### src/pkg/vpiu_pkg.sv
// shared constants and types of the vectored priority interrupt unit
package vpiu_pkg;
   // -----------------------------------------------------------------
   // sizes
   // -----------------------------------------------------------------
   localparam int unsigned SRC_N = 40;
   localparam int unsigned VEC_N = 16;
   localparam int unsigned EXC_N = 5;
   localparam int unsigned PIN_N = 8;
   localparam int unsigned LVL_N = 3;
   localparam int unsigned ADDR_W = 20;

   // -----------------------------------------------------------------
   // vector addresses
   // -----------------------------------------------------------------
   localparam logic [ADDR_W-1:0] VEC_BASE = 20'h08000;
   localparam logic [ADDR_W-1:0] VEC_LAST = 20'h0803C;
   localparam logic [ADDR_W-1:0] VEC_SHARED = 20'h08018;
   localparam logic [ADDR_W-1:0] EXC_ADDR = 20'h08080;
   localparam int unsigned VEC_SHIFT = 2;
   localparam logic [3:0] SHARED_IDX = 4'h6;

   // stack cost of a vectored call versus a call without status save
   localparam logic [2:0] STACK_VEC_BYTES = 3'h6;
   localparam logic [2:0] STACK_CALL_BYTES = 3'h4;

   // vector index of each source, source 0 first
   localparam logic [3:0] SRC_VEC [SRC_N] = '{
      4'h0, 4'h1, 4'h1, 4'h2, 4'h2, 4'h3, 4'h5,
      4'h6, 4'h6, 4'h6, 4'h6, 4'h6, 4'h6, 4'h6,
      4'h7, 4'h7, 4'h7, 4'h7, 4'h7, 4'h7,
      4'h8, 4'h8, 4'h8, 4'h9, 4'h9, 4'h9, 4'h9,
      4'hA, 4'hA, 4'hA, 4'hB, 4'hC, 4'hC, 4'hD,
      4'hE, 4'hE, 4'hE, 4'hF, 4'hF, 4'hF};

   // source slot fed by external pin interrupt 0..7
   localparam int unsigned PIN_SRC [PIN_N] = '{5, 6, 7, 14, 20, 23, 33, 34};

   // -----------------------------------------------------------------
   // types
   // -----------------------------------------------------------------
   typedef logic [1:0] vpiu_level_t;

   typedef enum logic [2:0] {
      PIN_HIGH, PIN_LOW, PIN_RISE, PIN_FALL, PIN_BOTH
   } vpiu_pin_mode_t;

   typedef struct packed {
      logic exc;
      vpiu_level_t level;
      logic [ADDR_W-1:0] addr;
      logic [2:0] push_bytes;
   } vpiu_call_t;
endpackage

### src/core/vpiu_core.sv
// vectored priority interrupt unit: pending, arbitration, nesting, wake
module vpiu_core import vpiu_pkg::*; (
   input wire logic ref_clk_i,
   input wire logic sys_rst_i,
   input wire logic [SRC_N-1:0] periph_evt_i,
   input wire logic [SRC_N-1:0] src_enable_i,
   input wire logic [SRC_N-1:0] src_clear_i,
   input wire logic [PIN_N-1:0] ext_pin_i,
   input vpiu_pin_mode_t [PIN_N-1:0] pin_mode_i,
   input vpiu_level_t [VEC_N-1:0] vec_level_i,
   input wire logic global_enable_i,
   input wire logic [EXC_N-1:0] exc_evt_i,
   input wire logic [EXC_N-1:0] exc_clear_i,
   input wire logic [EXC_N-1:0] exception_enable_low_i,
   input wire logic exception_enable_high_i,
   input wire logic irq_ack_i,
   input wire logic irq_ret_i,
   input wire logic sleep_enter_i,
   output logic irq_req_o,
   output vpiu_call_t irq_call_o,
   output logic [SRC_N-1:0] pending_o,
   output logic [EXC_N-1:0] exc_pending_o,
   output logic sleep_o
);
   // -----------------------------------------------------------------
   // state
   // -----------------------------------------------------------------
   logic [SRC_N-1:0] pend_reg, pend_next;
   logic [EXC_N-1:0] exc_pend_reg, exc_pend_next;
   logic [PIN_N-1:0] pin_prev_reg;
   logic [LVL_N-1:0] isr_reg, isr_next;
   logic exc_isr_reg, exc_isr_next;
   logic req_reg, req_next;
   vpiu_call_t call_reg, call_next;
   logic sleep_reg, sleep_next;

   logic [SRC_N-1:0] evt;
   logic [VEC_N-1:0] vreq;
   logic [1:0] cur_lvl;
   logic [1:0] best_lvl;
   logic [3:0] best_idx;
   logic best_ok;
   logic exc_req;
   logic any_irq;

   // -----------------------------------------------------------------
   // pin detection and source events
   // -----------------------------------------------------------------
   always_comb begin
      evt = periph_evt_i;
      for (int p = 0; p < PIN_N; p++) begin
         unique case (pin_mode_i[p])
            PIN_HIGH: evt[PIN_SRC[p]] = evt[PIN_SRC[p]] | ext_pin_i[p];
            PIN_LOW: evt[PIN_SRC[p]] = evt[PIN_SRC[p]] | ~ext_pin_i[p];
            PIN_RISE: evt[PIN_SRC[p]] = evt[PIN_SRC[p]] |
               (ext_pin_i[p] & ~pin_prev_reg[p]);
            PIN_FALL: evt[PIN_SRC[p]] = evt[PIN_SRC[p]] |
               (~ext_pin_i[p] & pin_prev_reg[p]);
            PIN_BOTH: evt[PIN_SRC[p]] = evt[PIN_SRC[p]] |
               (ext_pin_i[p] ^ pin_prev_reg[p]);
            default: evt[PIN_SRC[p]] = evt[PIN_SRC[p]];
         endcase
      end
   end

   // -----------------------------------------------------------------
   // pending flags: an event in the clear cycle wins
   // -----------------------------------------------------------------
   always_comb begin
      pend_next = (pend_reg & ~src_clear_i) | evt;
      exc_pend_next = (exc_pend_reg & ~exc_clear_i) | exc_evt_i;
   end

   // -----------------------------------------------------------------
   // arbitration
   // -----------------------------------------------------------------
   always_comb begin
      vreq = '0;
      for (int s = 0; s < SRC_N; s++) begin
         vreq[SRC_VEC[s]] = vreq[SRC_VEC[s]] |
            (pend_reg[s] & src_enable_i[s]);
      end
   end

   // level in service: 0 none, else highest nested level plus one
   always_comb begin
      cur_lvl = 2'h0;
      for (int l = 0; l < LVL_N; l++) begin
         if (isr_reg[l]) begin
            cur_lvl = 2'(l + 1);
         end
      end
   end

   // downward scan with >= leaves the lowest index on a tie
   always_comb begin
      best_ok = 1'b0;
      best_lvl = 2'h0;
      best_idx = 4'h0;
      for (int v = VEC_N - 1; v >= 0; v--) begin
         if (vreq[v] && (!best_ok || vec_level_i[v] >= best_lvl)) begin
            best_ok = 1'b1;
            best_lvl = vec_level_i[v];
            best_idx = 4'(v);
         end
      end
   end

   // exceptions skip the global flag on purpose
   assign exc_req = exception_enable_high_i &&
      |(exc_pend_reg & exception_enable_low_i);
   assign any_irq = exc_req || (|vreq);

   always_comb begin
      req_next = 1'b0;
      call_next = call_reg;
      // the ack cycle drops the request so it is not taken twice
      if (!irq_ack_i && !exc_isr_reg) begin
         if (exc_req) begin
            req_next = 1'b1;
            call_next.exc = 1'b1;
            call_next.level = 2'h0;
            call_next.addr = EXC_ADDR;
            call_next.push_bytes = STACK_VEC_BYTES;
         end else if (best_ok && global_enable_i &&
                      ({1'b0, best_lvl} + 3'h1) > {1'b0, cur_lvl}) begin
            req_next = 1'b1;
            call_next.exc = 1'b0;
            call_next.level = best_lvl;
            call_next.addr = VEC_BASE +
               ADDR_W'({best_idx, VEC_SHIFT'(0)});
            call_next.push_bytes = STACK_VEC_BYTES;
         end
      end
   end

   // -----------------------------------------------------------------
   // nesting of service levels
   // -----------------------------------------------------------------
   always_comb begin
      isr_next = isr_reg;
      exc_isr_next = exc_isr_reg;
      if (irq_ret_i) begin
         if (exc_isr_reg) begin
            exc_isr_next = 1'b0;
         end else if (cur_lvl != 2'h0) begin
            isr_next[cur_lvl - 2'h1] = 1'b0;
         end
      end
      if (irq_ack_i && req_reg) begin
         if (call_reg.exc) begin
            exc_isr_next = 1'b1;
         end else begin
            isr_next[call_reg.level] = 1'b1;
         end
      end
   end

   // -----------------------------------------------------------------
   // light sleep: wake wins over entry
   // -----------------------------------------------------------------
   always_comb begin
      sleep_next = sleep_reg | sleep_enter_i;
      if (any_irq) begin
         sleep_next = 1'b0;
      end
   end

   always_ff @(posedge ref_clk_i) begin
      if (sys_rst_i) begin
         pend_reg <= '0;
         exc_pend_reg <= '0;
         pin_prev_reg <= '0;
         isr_reg <= '0;
         exc_isr_reg <= 1'b0;
         req_reg <= 1'b0;
         call_reg <= '0;
         sleep_reg <= 1'b0;
      end else begin
         pend_reg <= pend_next;
         exc_pend_reg <= exc_pend_next;
         pin_prev_reg <= ext_pin_i;
         isr_reg <= isr_next;
         exc_isr_reg <= exc_isr_next;
         req_reg <= req_next;
         call_reg <= call_next;
         sleep_reg <= sleep_next;
      end
   end

   assign irq_req_o = req_reg;
   assign irq_call_o = call_reg;
   assign pending_o = pend_reg;
   assign exc_pending_o = exc_pend_reg;
   assign sleep_o = sleep_reg;

   // -----------------------------------------------------------------
   // checks
   // -----------------------------------------------------------------
   // check-only masks: requesters that would outrank the call on offer,
   // built from the levels themselves rather than from the scan result
   logic [VEC_N-1:0] lvl_above;
   logic [VEC_N-1:0] tie_below;

   always_comb begin
      for (int v = 0; v < VEC_N; v++) begin
         lvl_above[v] = vreq[v] && (vec_level_i[v] > call_next.level);
         tie_below[v] = vreq[v] && (vec_level_i[v] == call_next.level) &&
            (4'(v) < call_next.addr[5:2]);
      end
   end

   a_exc_wins: assert property (
      @(posedge ref_clk_i) disable iff (sys_rst_i)
      exc_req && !exc_isr_reg && !irq_ack_i |=> irq_req_o &&
      irq_call_o.exc && irq_call_o.addr == EXC_ADDR)
      else $error("exception request not presented");
   a_exc_blocks_all: assert property (
      @(posedge ref_clk_i) disable iff (sys_rst_i)
      exc_isr_reg |=> !irq_req_o)
      else $error("request raised during exception service");
   a_level_block: assert property (
      @(posedge ref_clk_i) disable iff (sys_rst_i)
      irq_req_o && !irq_call_o.exc |->
      {1'b0, irq_call_o.level} + 3'h1 > {1'b0, $past(cur_lvl)})
      else $error("request at or below level in service");
   a_top_level: assert property (
      @(posedge ref_clk_i) disable iff (sys_rst_i)
      irq_req_o && !irq_call_o.exc |-> $past(lvl_above) == '0)
      else $error("lower level granted over higher");
   a_tie_lowest: assert property (
      @(posedge ref_clk_i) disable iff (sys_rst_i)
      irq_req_o && !irq_call_o.exc |-> $past(tie_below) == '0)
      else $error("tie not resolved to lowest vector");
   a_vec_range: assert property (
      @(posedge ref_clk_i) disable iff (sys_rst_i)
      irq_req_o && !irq_call_o.exc |->
      irq_call_o.addr >= VEC_BASE && irq_call_o.addr <= VEC_LAST &&
      irq_call_o.addr[1:0] == 2'h0)
      else $error("peripheral vector out of table");
   a_shared_vec: assert property (
      @(posedge ref_clk_i) disable iff (sys_rst_i)
      irq_req_o && irq_call_o.addr == VEC_SHARED |->
      $past(vreq[SHARED_IDX]))
      else $error("shared vector without a request");
   a_push_six: assert property (
      @(posedge ref_clk_i) disable iff (sys_rst_i)
      irq_req_o |-> irq_call_o.push_bytes == STACK_VEC_BYTES &&
      irq_call_o.push_bytes != STACK_CALL_BYTES)
      else $error("vector call stack size wrong");
   a_sleep_wake: assert property (
      @(posedge ref_clk_i) disable iff (sys_rst_i)
      sleep_o && any_irq |=> !sleep_o)
      else $error("interrupt did not end sleep");
   a_pend_hold: assert property (
      @(posedge ref_clk_i) disable iff (sys_rst_i)
      ($past(pend_reg) & ~$past(src_clear_i) & ~pend_reg) == '0)
      else $error("pending flag lost without clear");
endmodule // vpiu_core

### config.mk
export PLATFORM = sky130hd
export DESIGN_NAME = vpiu_core
export DESIGN_NICKNAME = d
export VERILOG_FILES = /design/src/pkg/vpiu_pkg.sv /design/src/core/vpiu_core.sv
export SDC_FILE = /design/constraint.sdc
export NUM_CORES = 1
export LEC_CHECK = 0
export BUFFER_PORTS_ARGS = -buffer_cell sky130_fd_sc_hd__buf_2
export CORE_AREA = 2 2 107 109
export DETAILED_ROUTE_END_ITERATION = 8
export DIE_AREA = 0 0 109 111
export PLACE_DENSITY = 0.84
export SLEW_MARGIN = 20
export SYNTH_ARGS = -nofsm -noshare
export SYNTH_HDL_FRONTEND = slang
export SYNTH_SLANG_ARGS = --single-unit
### constraint.sdc
create_clock -name ref_clk_i -period 26 [get_ports ref_clk_i]
set_input_delay 1.3 -clock ref_clk_i [delete_from_list [all_inputs] [get_ports ref_clk_i]]
set_output_delay 1.3 -clock ref_clk_i [all_outputs]
set_load 0.02 [all_outputs]
==> results of run 1 <==
==> power groups by stage <==
stage,sequential (W),clock (W),combinational (W)
floorplan,0.000126,0,0.0000898
global placement,0.000119,0,0.000134
detailed placement,0.000119,0,0.000137
CTS,0.000117,0.000145,0.000138
global route,0.000118,0.000151,0.000155
finish,0.000117,0.000143,0.000137
==> layout make-up <==
cell class              instances  share of cell area, %
flip-flops and latches         67                  20.50
clock inverters                 6                  1.721
well taps                     143                  2.734
clock buffers                  10                  3.652
multi-input cells             446                  46.21
inverters                      85                  4.876
repair buffers                264                  20.31
==> kinds of logic (layout without fill, tap and decap cells) <==
kind of cell / after synthesis / after routing / share of synthesized area [%]
other cells: 1 / 15 / 0.07775
buf+inv: 114 / 365 / 10.58
compound gates: 195 / 195 / 29.55
flops: 67 / 67 / 27.81
simple gates: 183 / 183 / 18.63
mux: 11 / 11 / 2.361
fa+ha+maj: 42 / 42 / 11.00
==> how the worst max path moves through the flow <==
stage	from	end	slack (ns)	depth (start not counted)
after floorplan	src_enable_i[37]	irq_call_o[6]	5.51	108
after global placement	src_enable_i[37]	irq_call_o[8]	3.42	108
after detailed placement	src_enable_i[37]	irq_call_o[8]	3.01	109
after CTS	src_enable_i[37]	irq_call_o[8]	3.26	109
after global routing	src_enable_i[37]	irq_call_o[8]	1.30	110
final	src_enable_i[37]	irq_call_o[8]	3.18	109
==> through the flow <==
step                util (%)  total power, W  instance area, um^2
detailed placement     55.90       0.0002557                 6192
CTS                    59.08       0.0004003                 6544
global route           59.08       0.0004236                 6544
floorplan                  -       0.0002156                 4876
global placement       55.90       0.0002526                 6192
finish                 59.08       0.0003975                 6544
==> layer usage <==
layer / GRT usage (%) / wire (um) / up-vias / part of all wire, %
li1: - / - / 2681 / -
met1: 29.67 / 6065 / 2372 / 43
met2: 40.75 / 6908 / 184 / 49
met3: 4.644 / 904 / 23 / 6.4
met4: 8.632 / 302 / 0 / 2.1
met5: 0 / 0 / - / 0
==> placed cells by master, fill, tap and decap left out, types with 6 or more instances in the layout <==
master,synthesis,layout
nand2_1,30,30
mux2i_1,8,8
a211o_1,10,10
buf_2,0,261
dfxtp_1,67,67
nand3_1,10,10
a21oi_1,70,70
o31ai_1,6,6
o21ai_0,14,14
a22oi_1,15,15
a221oi_1,8,8
nor2_1,87,87
a211oi_1,11,11
conb_1,1,15
clkbuf_16,0,9
nand2b_1,20,20
ha_1,40,40
and2_1,10,10
inv_1,85,85
a222oi_1,8,8
a21o_1,6,6
==> critical path: cells and delay by family <==
kind / cells / cell delay, ns
buf+inv: 4 / 0.60
mux: 2 / 0.69
compound gates: 50 / 10.90
fa+ha+maj: 16 / 4.26
simple gates: 37 / 5.30
==> run_results.csv, run 1 <==
group,metric,value,unit
yosys,yosysMostFrequentCell,"nor2_1",
global_route,grt_pass1_vias,5073,
cts,cts.sinks,67,
cells_and_area,regArea,1341,um^2
floorplanning,fp.dieW,109,um
run,drv_cap,0,
place,place_hpwl,11730,um
cts,cts_setup_buffers,0,
hold_path,holdPathEnd,"irq_call_o[8]",
pwr,p_comb_share,34.6,%
cells_and_area,fin_cells,1021,
setup_path,crit_fanout,14,
setup_path,crit_top_cell,"nand2b_1",
sta,fin_worst_skew,0.005010,ns
global_route,track_usage,23.97,%
pwr,power_frac_clock,35.9,%
yosys,seq_area_frac_synth,27.81,%
cts,cts_buffers,9,
setup_path,r2r_start,"pending_o[37]",
yosys,synth_area_leaders,"dfxtp_1, ha_1, a21oi_1",
run_status,status,"finished, final reports clean",
global_route,grt.overflow.total,0,
place,routabilityCongestion,0.8983,
global_route,antenna_found_initial,0,
sta,period_share,87.76,%
pwr,switching_share,32.60,%
sta,worst_hold_slack,0.4587,ns
cells_and_area,n_antenna_cell,0,
yosys,postSynthAreaPerCell,7.868,um^2
hold_path,hold_path_depth,2,
sta,setup_violations,0,
route,wl,14180,um
cts,cts_max_level,3,
sta,fin_crit,22.82,ns
cts,clockBufferDepth,2,
yosys,synth_edf_count,0,
cells_and_area,largest_register_ffs,40,
yosys,syn_area,4823,um^2
setup_path,regToRegEndpoint,"irq_call_o[8]",
setup_path,max_stage_delay,0.54,ns
route,wl_per_cell,13.89,um
route,drtAntennaViolNets,0,
route,drtIter0Drc,223,
setup_path,crit_required,26.25,ns
floorplanning,die_area,12100,um^2
floorplanning,core,11080,um^2
place,dpl.cell_count,1005,
sta,tns,0,ns
cells_and_area,syn_to_final_growth,35.67,%
route,dr.pass1.iters,7,
sta,fin_ws,3.183,ns
setup_path,cp-end-kind,"flop",
yosys,async_reset_ff_share,0,%
hold_path,worstHoldStart,"irq_call_o[8]",
setup_path,crit_type,"in -> reg",
hold_path,hold_path.class,"reg -> reg",
pwr,ir_worst_vdd,0.00004945,V
cts,hold_buffers,0,
sta,hold_violations,0,
place,io_buffers,261,
cts,clk_latency,0.33,ns
pwr,p_switching,0.0001296,W
yosys,netlist_top_cells_count,"nor2_1, inv_1, a21oi_1",
setup_path,reg2reg_setup_slack,3.85,ns
floorplanning,ioPinCount,279,
yosys,synth_top_cell_area_share,27.81,%
setup_path,ff2ff_path_depth,108,
setup_path,crit_arrival,23.07,ns
sta,maxSlewHeadroom,49.45,%
cts,root_buffer,"clkbuf_16",
pwr,power.density,60.75,nW/um^2
floorplanning,core.rowCount,39,
cells_and_area,drive_gt1_share,35.08,%
floorplanning,start_util,43.54,%
yosys,netlist_instances,613,
cells_and_area,fillers,1019,
yosys,synth-seq-cells,67,
sta,grt_setup_unrepaired,"false",
global_route,grt_max_degree,68,
yosys,yosysUniqueCellTypes,72,
route,routed_via_density,5.152,
pwr,seq_power_share,29.5,%
cts,cts_resized,0,
cells_and_area,nets,1120,
yosys,yosysWarnings,0,
setup_path,worstSetupStartpointType,"input port",
sta,max_clock_freq,43.83,MHz
yosys,yosysTopAreaCell,"dfxtp_1",
route,drcViolationCount,0,
setup_path,crit_slowest_cell,"fa_1",
yosys,yosys_most_used_dff,"dfxtp_1",
place,dpl_worst_slack,3.014,ns
cts,cts_tree,"done",
route,via_count,5260,
cts,path_clk_slew,0.06,ns
cells_and_area,multi_input_area,3024,um^2
pwr,p_int,0.0002679,W
floorplanning,fp.dieH,111,um
sta,slew_viol_final,0,
pwr,power_leakage,3.458,nW
global_route,grt_first_pass_wirelength,23070,um
sta,tightest_slew,0.7582,ns
(Power assumes the default switching activity.)
==> inputs of run 2 (changes only) <==
--- a/config.mk
+++ b/config.mk
@@ -6,10 +6,9 @@
 export NUM_CORES = 1
 export LEC_CHECK = 0
 export BUFFER_PORTS_ARGS = -buffer_cell sky130_fd_sc_hd__buf_2
-export CORE_AREA = 2 2 107 109
+export CORE_UTILIZATION = 40
 export DETAILED_ROUTE_END_ITERATION = 8
-export DIE_AREA = 0 0 109 111
-export PLACE_DENSITY = 0.84
+export PLACE_DENSITY = 0.77
 export SLEW_MARGIN = 20
 export SYNTH_ARGS = -nofsm -noshare
 export SYNTH_HDL_FRONTEND = slang
==> constraint.sdc (replaced) <==
create_clock -name ref_clk_i -period 24.1 [get_ports ref_clk_i]
set_input_delay 1.205 -clock ref_clk_i [delete_from_list [all_inputs] [get_ports ref_clk_i]]
set_output_delay 1.205 -clock ref_clk_i [all_outputs]
set_load 0.02 [all_outputs]
==> run 2 against run 1 <==
Against the previous run:
- the flow now finishes with violations (DRC)
- die area increased by 3.3%
- register-to-register slack got worse by 1.6 ns
- cell area unchanged
- sequential share of layout area unchanged
- first-iteration DRC count increased by 23%
- combinational power increased by 10%
- critical endpoint unchanged
- largest cell class unchanged
==> run_results.csv, run 2 (synthesis gave the netlist of run 1 again) <==
group,metric,value,unit
setup_path,crit_fanout,14,
pwr,seq_power_share,30.3,%
cts,cts_tree,"done",
global_route,grt_max_degree,68,
cells_and_area,n_antenna_cell,0,
floorplanning,die_area,12500,um^2
cells_and_area,fillers,1107,
cts,path_clk_slew,0.06,ns
route,wl_per_cell,13.96,um
sta,fin_crit,22.49,ns
sta,period_share,93.34,%
setup_path,max_stage_delay,0.54,ns
cts,clockBufferDepth,2,
sta,slew_viol_final,0,
global_route,antenna_found_initial,0,
cells_and_area,largest_register_ffs,40,
sta,tns,0,ns
pwr,power_frac_clock,33.6,%
cts,cts_buffers,9,
route,drcViolationCount,5,
floorplanning,core.rowCount,39,
cts,root_buffer,"clkbuf_16",
cells_and_area,nets,1123,
sta,grt_setup_unrepaired,"false",
route,routed_via_density,5.133,
sta,max_clock_freq,44.46,MHz
setup_path,crit_top_cell,"nand2b_1",
run_status,violations,"DRC",
pwr,switching_share,33.75,%
sta,hold_violations,0,
sta,fin_worst_skew,0.004786,ns
run,drv_cap,0,
setup_path,crit_slowest_cell,"fa_1",
cts,hold_buffers,0,
pwr,p_switching,0.0001410,W
global_route,grt_first_pass_wirelength,22820,um
cts,cts.sinks,67,
floorplanning,ioPinCount,279,
place,place_hpwl,11700,um
place,dpl_worst_slack,1.253,ns
hold_path,hold_path.class,"reg -> reg",
sta,worst_hold_slack,0.4500,ns
setup_path,reg2reg_setup_slack,2.21,ns
global_route,grt.overflow.total,0,
cts,clk_latency,0.33,ns
setup_path,worstSetupStartpointType,"input port",
route,drtIter0Drc,275,
cells_and_area,layout_commonest_cell,"buf_2",
place,io_buffers,261,
route,dr.pass1.iters,7,
setup_path,crit_type,"in -> reg",
floorplanning,start_util,41.71,%
floorplanning,fp.dieH,111.8,um
pwr,ir_worst_vdd,0.00003451,V
cells_and_area,drive_gt1_share,35.53,%
global_route,track_usage,22.68,%
floorplanning,core,11560,um^2
sta,fin_ws,1.605,ns
setup_path,crit_required,24.35,ns
pwr,power_leakage,3.451,nW
route,wl,14290,um
sta,tightest_slew,0.7633,ns
run_status,status,"finished with violations",
sta,maxSlewHeadroom,49.12,%
place,routabilityCongestion,0.8470,
pwr,power.density,63.82,nW/um^2
floorplanning,fp.dieW,111.8,um
pwr,p_int,0.0002767,W
setup_path,crit_arrival,22.75,ns
pwr,p_comb_share,36.1,%
sta,setup_violations,0,
route,via_count,5256,
cells_and_area,final_cell_mix,"buf_2, nor2_1, inv_1, a21oi_1, dfxtp_1",
global_route,grt_pass1_vias,4844,
cells_and_area,syn_to_final_growth,35.67,%
route,drtAntennaViolNets,0,
cts,cts_max_level,3,
cells_and_area,final_util,56.58,%
setup_path,cp-end-kind,"flop",
[run 2: cell count changes in the layout (fill, tap and decap cells not counted), sizes merged]
| cell | delta |
|---|---|
| buf | +3 |
| clkinvlp | +2 |
| inv | +1 |
| bufinv | -1 |
| clkinv | -2 |
[run 2: stage by stage]
step	cells	power (W)	instance area [um^2]
floorplan	627	0.0002326	4876
global placement	1005	0.0002736	6192
detailed placement	1005	0.0002765	6192
CTS	1021	0.0004183	6510
global route	1024	0.0004432	6544
finish	1024	0.0004176	6544
[run 2: path summary, 6_finish.rpt]
path / startpoint / to / cells past startpoint
hold reg to reg: irq_call_o[8] / irq_call_o[8] / 2
setup / recovery: src_enable_i[37] / irq_call_o[8] / 110
hold / removal: irq_call_o[8] / irq_call_o[8] / 2
setup reg to reg: pending_o[37] / irq_call_o[8] / 109
[run 2: area by class of cell]
type	instances	area [um^2]	share of cell area (%)
Timing Repair Buffer	267	1351	20.65
Inverter	85	319.1	4.876
Tap cell	143	178.9	2.734
Clock inverter	6	88.84	1.358
Multi-Input combinational cell	446	3035	46.39
Sequential cell	67	1341	20.50
Clock buffer	10	229.0	3.499
[run 2: power by group through the flow]
stage	combinational, W	sequential [W]	clock, W
global route	0.000168	0.000128	0.000148
floorplan	0.0000969	0.000136	0
global placement	0.000145	0.000129	0
CTS	0.000149	0.000126	0.000143
finish	0.000151	0.000126	0.000140
detailed placement	0.000148	0.000129	0
[run 2: routing by layer]
layer	vias to the layer above	wire length (um)	GRT usage, %
met1	2378	6207	28.54
met2	187	7060	39.63
met3	18	850	4.409
met4	0	173	5.495
li1	2673	-	-
met5	-	0	0
[run 2: critical path, delay by kind of cell]
kind | cells | cell delay, ns
fa+ha+maj | 16 | 4.17
simple gates | 37 | 5.41
buf+inv | 4 | 0.57
mux | 2 | 0.69
compound gates | 51 | 10.69
[run 2: repair_timing]
action / in CTS / in global routing
endpoints found under the hold margin: 0 / 0
resized for setup: 0 / 3
setup endpoints to repair: 0 / 8
setup buffers: 0 / 3
